$ cat src/hw/pmic_ctrl_regs.svh
`ifndef PMIC_CTRL_REGS_SVH
`define PMIC_CTRL_REGS_SVH

// ****************************************
// Register addresses on the host bus
// ****************************************
`define ADDR_REG_ONE_VOLT 8'h02
`define ADDR_REG_TWO_VOLT 8'h03
`define ADDR_BUCK_PARAMS 8'h04
`define ADDR_SYS_PARAMS 8'h05
`define ADDR_BUCK_SLEW 8'h06

// ****************************************
// Reset values
// ****************************************
`define RST_REG_VOLT 8'h0c
`define RST_BUCK_PARAMS 8'h0f
`define RST_SYS_PARAMS 8'h2f
`define RST_BUCK_SLEW 8'h11

// ****************************************
// Writable bit masks, reserved bits cleared
// ****************************************
`define MASK_REG_VOLT 8'h3f
`define MASK_BUCK_PARAMS 8'h7f
`define MASK_SYS_PARAMS 8'h7f
`define MASK_BUCK_SLEW 8'h77

// ****************************************
// Field positions
// ****************************************
`define POS_PHASE 6
`define POS_TWO_ULTRA 5
`define POS_ONE_ULTRA 4
`define POS_TWO_DISCH 3
`define POS_ONE_DISCH 2
`define POS_TWO_AUTO 1
`define POS_ONE_AUTO 0
`define POS_HOST_EN 6
`define POS_DELAY_LO 4
`define POS_REG_TWO_EN 3
`define POS_REG_ONE_EN 2
`define POS_BUCK_TWO_EN 1
`define POS_BUCK_ONE_EN 0
`define POS_TWO_SLEW_LO 4
`define POS_ONE_SLEW_LO 0

// Highest legal regulator voltage code
`define VOLT_CODE_MAX 6'h24

`endif

$ cat src/hw/pmic_ctrl_pkg.sv
package pmic_ctrl_pkg;

  // Host bus request, one cycle strobes
  typedef struct packed {
    logic wr;
    logic rd;
    logic [7:0] addr;
    logic [7:0] wdata;
  } host_req_t;

  // Decoded controls towards the analog side
  typedef struct packed {
    logic buck_phase_select;
    logic buck_two_ultrasonic_en;
    logic buck_one_ultrasonic_en;
    logic buck_two_discharge_en;
    logic buck_one_discharge_en;
    logic buck_two_auto_mode;
    logic buck_one_auto_mode;
    logic host_bus_en;
    logic [1:0] buck_power_up_delay;
    logic regulator_two_en;
    logic regulator_one_en;
    logic buck_two_en;
    logic buck_one_en;
    logic [2:0] buck_two_slew_code;
    logic [2:0] buck_one_slew_code;
    logic [5:0] regulator_one_code;
    logic [5:0] regulator_two_code;
  } ctrl_out_t;

  // Delay selection of the buck power-up field
  typedef enum logic [1:0] {
    DELAY_1MS,
    DELAY_50MS,
    DELAY_150MS,
    DELAY_200MS
  } power_up_delay_t;

endpackage : pmic_ctrl_pkg

$ cat src/hw/ctrl_reg8.sv
`timescale 1ns/10ps
`include "pmic_ctrl_regs.svh"

// One control register with reset value and writable mask
module ctrl_reg8 #(
  parameter logic [7:0] RESET_VAL = 8'h00,
  parameter logic [7:0] WR_MASK = 8'hff
) (
  input wire logic core_clk,
  input wire logic rst_sync_b,
  input wire logic clk_en,
  input wire logic wr_en,
  input wire logic [7:0] wdata,
  output logic [7:0] q
);

  logic [7:0] q_r; // Stored value
  logic [7:0] q_nxt; // Next stored value

  // ****************************************
  // Next value: masked bits keep zero
  // ****************************************
  always_comb
  begin
    q_nxt = q_r;
    if (clk_en && wr_en)
    begin
      q_nxt = wdata & WR_MASK;
    end
  end

  // ****************************************
  // Storage, loaded with reset value at start
  // ****************************************
  always_ff @(posedge core_clk or negedge rst_sync_b)
  begin
    if (!rst_sync_b)
    begin
      q_r <= RESET_VAL & WR_MASK;
    end
    else
    begin
      q_r <= q_nxt;
    end
  end

  assign q = q_r;

endmodule : ctrl_reg8

$ cat src/hw/read_mux.sv
`timescale 1ns/10ps
`include "pmic_ctrl_regs.svh"

// Read data selection by address, unmapped reads as zero
module read_mux (
  input wire logic [7:0] addr,
  input wire logic [7:0] reg_one_volt,
  input wire logic [7:0] reg_two_volt,
  input wire logic [7:0] buck_params,
  input wire logic [7:0] sys_params,
  input wire logic [7:0] buck_slew,
  output logic [7:0] rdata,
  output logic hit
);

  // ****************************************
  // Address decode
  // ****************************************
  always_comb
  begin
    hit = 1'b1;
    case (addr)
      `ADDR_REG_ONE_VOLT: rdata = reg_one_volt;
      `ADDR_REG_TWO_VOLT: rdata = reg_two_volt;
      `ADDR_BUCK_PARAMS: rdata = buck_params;
      `ADDR_SYS_PARAMS: rdata = sys_params;
      `ADDR_BUCK_SLEW: rdata = buck_slew;
      default:
      begin
        rdata = 8'h00;
        hit = 1'b0;
      end
    endcase
  end

endmodule : read_mux

$ cat src/hw/pmic_control_register_bank.sv
`timescale 1ns/10ps
`include "pmic_ctrl_regs.svh"

module pmic_control_register_bank
  import pmic_ctrl_pkg::*;
(
  input wire logic core_clk,
  input wire logic rst_b,
  input wire logic clk_en,
  input wire host_req_t req,
  output logic [7:0] rdata,
  output logic rvalid,
  output logic addr_err,
  output ctrl_out_t ctrl,
  output logic volt_code_range_err
);

  // ****************************************
  // Reset release through two flip-flops
  // ****************************************
  logic rst_meta_r; // First stage, read only by second
  logic rst_sync_b; // Clean reset for the bank

  always_ff @(posedge core_clk or negedge rst_b)
  begin
    if (!rst_b)
    begin
      rst_meta_r <= 1'b0;
      rst_sync_b <= 1'b0;
    end
    else
    begin
      rst_meta_r <= 1'b1;
      rst_sync_b <= rst_meta_r;
    end
  end

  // ****************************************
  // Register storage
  // ****************************************
  localparam int NREG = 5; // Number of mapped registers
  localparam logic [7:0] ADDRS [NREG] = '{`ADDR_REG_ONE_VOLT, `ADDR_REG_TWO_VOLT,
    `ADDR_BUCK_PARAMS, `ADDR_SYS_PARAMS, `ADDR_BUCK_SLEW};
  localparam logic [7:0] RSTS [NREG] = '{`RST_REG_VOLT, `RST_REG_VOLT,
    `RST_BUCK_PARAMS, `RST_SYS_PARAMS, `RST_BUCK_SLEW};
  localparam logic [7:0] MASKS [NREG] = '{`MASK_REG_VOLT, `MASK_REG_VOLT,
    `MASK_BUCK_PARAMS, `MASK_SYS_PARAMS, `MASK_BUCK_SLEW};

  logic [7:0] regs [NREG]; // Current register contents

  // One register per address; reserved bits held zero by mask
  genvar gi;
  generate
    for (gi = 0; gi < NREG; gi++)
    begin : g_reg
      ctrl_reg8 #(
        .RESET_VAL(RSTS[gi]),
        .WR_MASK(MASKS[gi])
      ) u_reg (
        .core_clk(core_clk),
        .rst_sync_b(rst_sync_b),
        .clk_en(clk_en),
        .wr_en(req.wr && (req.addr == ADDRS[gi])),
        .wdata(req.wdata),
        .q(regs[gi])
      );
    end
  endgenerate

  // ****************************************
  // Read path
  // ****************************************
  logic [7:0] mux_data; // Selected read data
  logic mux_hit; // Address maps to a register
  logic [7:0] rdata_r; // Registered read data
  logic [7:0] rdata_nxt;
  logic rvalid_r; // Read answer strobe
  logic rvalid_nxt;
  logic addr_err_r; // Unmapped access strobe
  logic addr_err_nxt;

  read_mux u_mux (
    .addr(req.addr),
    .reg_one_volt(regs[0]),
    .reg_two_volt(regs[1]),
    .buck_params(regs[2]),
    .sys_params(regs[3]),
    .buck_slew(regs[4]),
    .rdata(mux_data),
    .hit(mux_hit)
  );

  // Answer one cycle after the strobe; reads of holes give zero
  always_comb
  begin
    rdata_nxt = rdata_r;
    rvalid_nxt = 1'b0;
    addr_err_nxt = 1'b0;
    if (req.rd)
    begin
      rdata_nxt = mux_data;
      rvalid_nxt = 1'b1;
    end
    if ((req.rd || req.wr) && !mux_hit)
    begin
      addr_err_nxt = 1'b1;
    end
  end

  always_ff @(posedge core_clk or negedge rst_sync_b)
  begin
    if (!rst_sync_b)
    begin
      rdata_r <= 8'h00;
      rvalid_r <= 1'b0;
      addr_err_r <= 1'b0;
    end
    else if (clk_en)
    begin
      rdata_r <= rdata_nxt;
      rvalid_r <= rvalid_nxt;
      addr_err_r <= addr_err_nxt;
    end
  end

  assign rdata = rdata_r;
  assign rvalid = rvalid_r;
  assign addr_err = addr_err_r;

  // ****************************************
  // Field decode toward the converters
  // ****************************************
  always_comb
  begin
    ctrl.regulator_one_code = regs[0][5:0];
    ctrl.regulator_two_code = regs[1][5:0];
    ctrl.buck_phase_select = regs[2][`POS_PHASE];
    ctrl.buck_two_ultrasonic_en = regs[2][`POS_TWO_ULTRA];
    ctrl.buck_one_ultrasonic_en = regs[2][`POS_ONE_ULTRA];
    ctrl.buck_two_discharge_en = regs[2][`POS_TWO_DISCH];
    ctrl.buck_one_discharge_en = regs[2][`POS_ONE_DISCH];
    ctrl.buck_two_auto_mode = regs[2][`POS_TWO_AUTO];
    ctrl.buck_one_auto_mode = regs[2][`POS_ONE_AUTO];
    ctrl.host_bus_en = regs[3][`POS_HOST_EN];
    ctrl.buck_power_up_delay = regs[3][`POS_DELAY_LO +: 2];
    ctrl.regulator_two_en = regs[3][`POS_REG_TWO_EN];
    ctrl.regulator_one_en = regs[3][`POS_REG_ONE_EN];
    ctrl.buck_two_en = regs[3][`POS_BUCK_TWO_EN];
    ctrl.buck_one_en = regs[3][`POS_BUCK_ONE_EN];
    ctrl.buck_two_slew_code = regs[4][`POS_TWO_SLEW_LO +: 3];
    ctrl.buck_one_slew_code = regs[4][`POS_ONE_SLEW_LO +: 3];
  end

  // Codes above the table top are stored but flagged to the analog side
  assign volt_code_range_err = (regs[0][5:0] > `VOLT_CODE_MAX) ||
    (regs[1][5:0] > `VOLT_CODE_MAX);

endmodule : pmic_control_register_bank

$ cat config.mk
export PLATFORM = sky130hd
export DESIGN_NAME = pmic_control_register_bank
export DESIGN_NICKNAME = d
export VERILOG_FILES = /design/src/hw/pmic_ctrl_pkg.sv /design/src/hw/ctrl_reg8.sv /design/src/hw/read_mux.sv /design/src/hw/pmic_control_register_bank.sv
export VERILOG_INCLUDE_DIRS = /design/src /design/src/hw
export SDC_FILE = /design/constraint.sdc
export NUM_CORES = 1
export LEC_CHECK = 0
export BUFFER_PORTS_ARGS = -buffer_cell sky130_fd_sc_hd__buf_2
export CAP_MARGIN = 10
export CORE_UTILIZATION = 47
export DETAILED_ROUTE_END_ITERATION = 8
export GPL_TIMING_DRIVEN = 0
export PLACE_DENSITY = 0.75
export SLEW_MARGIN = 15
export SYNTH_ARGS = -nofsm -noshare
export SYNTH_HDL_FRONTEND = slang
export SYNTH_HIERARCHICAL = 1
export SYNTH_SLANG_ARGS = --single-unit
$ cat constraint.sdc
create_clock -name core_clk -period 1.3 [get_ports core_clk]
set_input_delay 0.13 -clock core_clk [delete_from_list [all_inputs] [get_ports core_clk]]
set_output_delay 0.13 -clock core_clk [all_outputs]
set_load 0.02 [all_outputs]
# Word-level counts from Yosys, hierarchy flattened
# Index checks and enable logic that the tools add are counted.
# classes
magnitude_cmp	2
n_eq_ne	5
muxes	4
reduce_logical	16
# op_table
operator	count
$pmux 7 s5	1
$eq 8x3->1 const B	3
$eq 8x2->1 const B	2
$gt 6x6->1 const B	2
$logic_and 1x1->1	11
$reduce_or 5->1	1
$mux 1	3
$logic_or 1x1->1	2
$reduce_and 2->1	1
$logic_not 1->1	1
# word_totals
out_inout_bits	43
input_bits	21
reg_bits	44

# Logic depth before layout (Yosys ltp)
# depth
ltp_word	6
depth_mapped	7
depth_no_buf	5

# By module
# The synthesis kept the hierarchy.
# by_module_without_submodules
module	cells_each	area_per_inst_um2	seq_area_each_um2	n_inst
ctrl_reg8 (g_reg[0].u_reg ...)	16	272.8	152.6	3
pmic_control_register_bank	42	540.5	300.3	1
read_mux	57	503.0	0.0	1
ctrl_reg8 (g_reg[3].u_reg)	17	277.8	181.4	1
ctrl_reg8 (g_reg[2].u_reg)	17	276.5	180.2	1

# Worst setup path after synthesis
# No wires, ideal clock.
# synth_timing
path_kind	register -> register
start	reg g_reg[4].u_reg.q_r[6]
end	reg rdata_r[6], in the netlist rdata[6]
arrival_time_ns	1.301
t_required_ns	1.175
slack_ns	-0.126
synth_period_minus_slack_ns	1.426
setup_ns	0.125
stages_incl_launch_ff	5
cell_sequence	dfrtp_1 mux2_4 a221oi_2 a311oi_2 mux2_2
# synth_between
elab_chain_len	1
# synth_rtl
element	line	source
from (decl)	ctrl_reg8.sv:17	logic [7:0] q_r;
from (signal assigned)	ctrl_reg8.sv:39	q_r <= RESET_VAL & WR_MASK;
from (signal assigned)	ctrl_reg8.sv:43	q_r <= q_nxt;
$pmux 7 s5	read_mux.sv:22	case (addr)
named net mux_data[6]	pmic_control_register_bank.sv:73	logic [7:0] mux_data;
to (signal assigned)	pmic_control_register_bank.sv:120	rdata_r <= rdata_nxt;
to (decl)	pmic_control_register_bank.sv:75	logic [7:0] rdata_r;
# The timed path passes the listed nets, and every way through them passes these cells.
# A chain may end at the register's enable or synchronous reset.

# Final worst setup path
# layout_timing
start	reg g_reg[1].u_reg.q_r[0]
end	out volt_code_range_err
# layout_between
elab_chain_len	2
# layout_rtl
element	line	source
from (decl)	ctrl_reg8.sv:17	
from (signal assigned)	ctrl_reg8.sv:39	
from (signal assigned)	ctrl_reg8.sv:43	
$gt 6x6->1 (no line)	--	
$logic_or 1x1->1	pmic_control_register_bank.sv:155	assign volt_code_range_err = (regs[0][5:0] > `VOLT_CODE_MAX) ||
to (decl)	pmic_control_register_bank.sv:15	output logic volt_code_range_err
# Every way passes these cells.

==> metrics.csv <==
stage,metric,value,unit
status,status,"complete, but fails checks",
status,violated checks,setup timing,
logic_synthesis,Syn Area/Cell,13.3,sq um
routing,vias per std cell,5.35,
critical_path,critical path type,reg2out,
sta,max-slew violation count,0,
routing,post-route ant nets,0,
power_and_ir_drop,Leakage,1.61,nW
clocking,CTS buffer count,5,
logic_synthesis,sequential element share of the synthesized area,0.463,
die,core area,4850,sq um
critical_path,Max Fanout on Critical Path,2,
global_routing,largest net degree at the start of global routing,26,
sta,Hold Slack,84.6,ps
routing,Vias,1760,
global_routing,gr usage total,0.215,
die,initial core utilization,0.498,
placement,Post-DP HPWL,3.87,mm
finish,Area Growth Syn to Fin,26.0,%
critical_path,CP Launch Type,flip-flop,
global_routing,initial antenna violation count,0,
finish,post-layout util,0.628,
power_and_ir_drop,Clock Power Share,0.335,
logic_synthesis,Post-Synth Adder-Cell Area,0,
global_routing,vias in the first global route,1577,
sta,clk_skew,5.44,ps
placement,Port Buffer Count,62,
critical_path,Worst Setup End Kind,primary output,
clocking,clk buf depth,2,
placement,placed cell areas,2850,sq um
logic_synthesis,Synth Register Bits,44,
routing,routed len/inst,16.4,um
logic_synthesis,mux contribution to synthesized area,0.263,
logic_synthesis,Synth Area in Compound Gates,0.0709,
global_routing,total congestion overflow,0,
finish,design area,3040,sq um
sta,final setup fails,5,
power_and_ir_drop,Combinational Power Share,0.130,
critical_path,R2R Setup Slk,-150,ps
global_routing,first-pass GRT wire length,8.56,mm
die,Die ar.,5430,sq um
clocking,CTS root buf,clkbuf_8,
power_and_ir_drop,Sw Share,0.260,
logic_synthesis,"Cell Area, Synth",2420,sq um
power_and_ir_drop,Internal,2.01,mW
critical_path,crit path DAT,1330,ps
critical_path,Reg-to-Reg Start,g_reg[1].u_reg/q[0],
hold_path,Hold Path Class,in2reg,
sta,fmax,686,MHz
clocking,CTS tree,built,
die,# IOs,64,
logic_synthesis,synth warn,6,
hold_path,end of the worst hold path,g_reg[4].u_reg/q[6],
finish,Non-Filler Instances,329,
placement,dpl cells,314,
critical_path,WP data required,1170,ps
power_and_ir_drop,pwr dens,895,nW/um^2
logic_synthesis,Synth area leader,dfrtp_1,
finish,Antenna diodes,0,
logic_synthesis,largest family of logic cells by synthesized area,multiplexers,
power_and_ir_drop,Max VDD drop,0.000561,V
clocking,clk_lat worst skew,300,ps
logic_synthesis,Synth cell types,38,
finish,Final #Nets,282,
logic_synthesis,synthesized netlist cell count,181,
logic_synthesis,Post-Synth Simple-Gate Area,0.143,
hold_path,worst hold start,req[6],
logic_synthesis,"top cells by area, synth","dfrtp_1 (30%), dfstp_2 (16%), mux2_4 (12%)",
sta,Final WS setup,-157,ps
die,Die Width,73.7,um
routing,drt pass-1 iters,4,
sta,Final Hold Fails,0,
clocking,"CTS clk-pin slew, worst paths",80,ps
sta,clock period minus worst slack,1460,ps
placement,RD Place Congestion,0.808,
power_and_ir_drop,Sequential Power Share,0.535,
sta,period utilization,1.12,
die,# rows,25,
routing,DRT iter0 DRCs,82,
clocking,TritonCTS Sinks,44,
clocking,CTS HTree Levels,2,
logic_synthesis,share of the synthesized area in the top cell type,0.300,
power_and_ir_drop,sw power,709,uW
critical_path,Reg2Reg Capture Point,rdata[0],
logic_synthesis,xor/xnor share of the synthesized area,0,
routing,routed wire length,5.39,mm
die,Die Height,73.7,um
critical_path,R2R cell count,6,
placement,pre-CTS setup slack,-254,ps
routing,DRC Markers,0,
flow_run,MaxCap Viol Count,0,
finish,layout cells sized above 1,0.653,
sta,unrepaired setup endpoints after global routing,true,
hold_path,Hold Path Cell Cnt,2,
## area by class of cell
type                       instances  area [sq um]
clock buffer                       6          82.6
clock inverter                     2          13.8
sequential                        44          1120
fill                             380          1800
buffer                            15           115
tap                               67          83.8
inverter                           2          7.51
timing repair buffer              70           403
multi-input combinational        123          1210
## worst max-delay path, cell delays in order, from the launching register on
cell	delay, ps
dfrtp_1	400
o21a_1	190
o31ai_1	180
nand3_1	90
buf_2	170
## sequential cells by signal, summed over array words and instances (netlist names)
signal and count:
g.u_reg/q 32, rst_meta_r 1, addr_err 1, rdata 8, rvalid 1, rst_sync_b 1
## metrics by stage
step,power [mW],setup TNS (ps)
global placement,1.80,-20720
CTS,2.74,-323
global route,2.83,-684
floorplan,1.68,-245
detailed placement,1.82,-8070
finish,2.72,-466
## per-layer routing
metal,share of wire,track usage,vias up
li1,-,-,816
met1,0.46,0.307,881
met2,0.48,0.329,59
met3,0.048,0.0412,4
met4,0.0067,0.0684,0
met5,0,0,-
## cells in the mapped netlist
| library cell | number |
|---|---|
| dfrtp_1 | 29 |
| mux2_2 | 23 |
| mux2_4 | 19 |
| dfstp_2 | 15 |
| buf_4 | 11 |
| and4b_1 | 10 |
| mux2i_1 | 9 |
| conb_1 | 6 |
| a211oi_1 | 5 |
| nor2_1 | 5 |
| o22ai_1 | 5 |
| nand2_1 | 3 |
| nand2_2 | 3 |
| nand2_4 | 3 |
| o21ai_0 | 3 |
| buf_2 | 2 |
| buf_6 | 2 |
| inv_1 | 2 |
| nand3_1 | 2 |
| nor3_1 | 2 |
| nor3b_2 | 2 |
| nor4_4 | 2 |
| o2bb2ai_1 | 2 |
| o32ai_1 | 2 |
| a221oi_2 | 1 |
| a311oi_2 | 1 |
| and2b_1 | 1 |
| nand2b_1 | 1 |
| nand2b_2 | 1 |
| nand3_2 | 1 |
| nand3b_1 | 1 |
| nand4b_1 | 1 |
| nand4bb_1 | 1 |
| nor2b_1 | 1 |
| o211ai_1 | 1 |
| o21a_1 | 1 |
| o31ai_1 | 1 |
| or3b_1 | 1 |
## placed cells by master, fill, tap and decap left out, drive strengths merged
| master | netlist | routed |
|---|---|---|
| o21a | 1 | 1 |
| nor4 | 2 | 2 |
| buf | 15 | 84 |
| mux2 | 42 | 42 |
| mux2i | 9 | 9 |
| inv | 2 | 3 |
| nor2 | 5 | 5 |
| o2bb2ai | 2 | 2 |
| o21ai | 3 | 3 |
| nand2 | 9 | 9 |
| and2b | 1 | 1 |
| o211ai | 1 | 1 |
| nor3 | 2 | 2 |
| conb | 6 | 9 |
| nand2b | 2 | 2 |
| nor3b | 2 | 2 |
| dfrtp | 29 | 29 |
| nand3 | 3 | 3 |
| and4b | 10 | 10 |
| clkinv | 0 | 1 |
| o32ai | 2 | 2 |
| clkbuf | 0 | 6 |
| nand3b | 1 | 1 |
| dfstp | 15 | 15 |
| o31ai | 1 | 1 |
| a211oi | 5 | 5 |
| o22ai | 5 | 5 |
| nand4bb | 1 | 1 |
| dlygate4sd3 | 0 | 1 |
| nor2b | 1 | 1 |
| nand4b | 1 | 1 |
| or3b | 1 | 1 |
| a311oi | 1 | 1 |
| a221oi | 1 | 1 |
## repair_timing
item,4_1_cts,5_1_grt
pin swaps,1,3
hold buffers,1,0
setup buffers,5,1
resized for setup,2,7
endpoints found under the setup margin,4,8
hold endpoints to repair,2,0
## cells by family after synthesis
family	count (synthesis)
other	6
flip-flops	44
buffers and inverters	17
AND/OR/NAND/NOR	41
multiplexers	51
AO/OA/AOI/OAI	22
## power by group through the flow
stage	Clock, mW	Sequential [mW]	Combinational (mW)
2_1_floorplan	0	1.53	0.151
3_3_place_gp	0	1.49	0.308
3_5_place_dp	0	1.48	0.337
4_1_cts	0.938	1.46	0.348
5_1_grt	0.989	1.46	0.380
6_report	0.913	1.46	0.353
## worst max path at each step
stage / start / endpoint / slack, ps / cells past startpoint
global route: g_reg[1].u_reg/q[0] / volt_code_range_err / -210 / 4
finish: g_reg[1].u_reg/q[0] / volt_code_range_err / -160 / 4
floorplan: rst_sync_b / g_reg[1].u_reg/q[5] / -80 / 0
global placement: rst_sync_b / g_reg[4].u_reg/q[6] / -560 / 0
CTS: g_reg[1].u_reg/q[0] / volt_code_range_err / -170 / 4
detailed placement: req[13] / g_reg[4].u_reg/q[1] / -250 / 6
(Power assumes the default switching activity.)
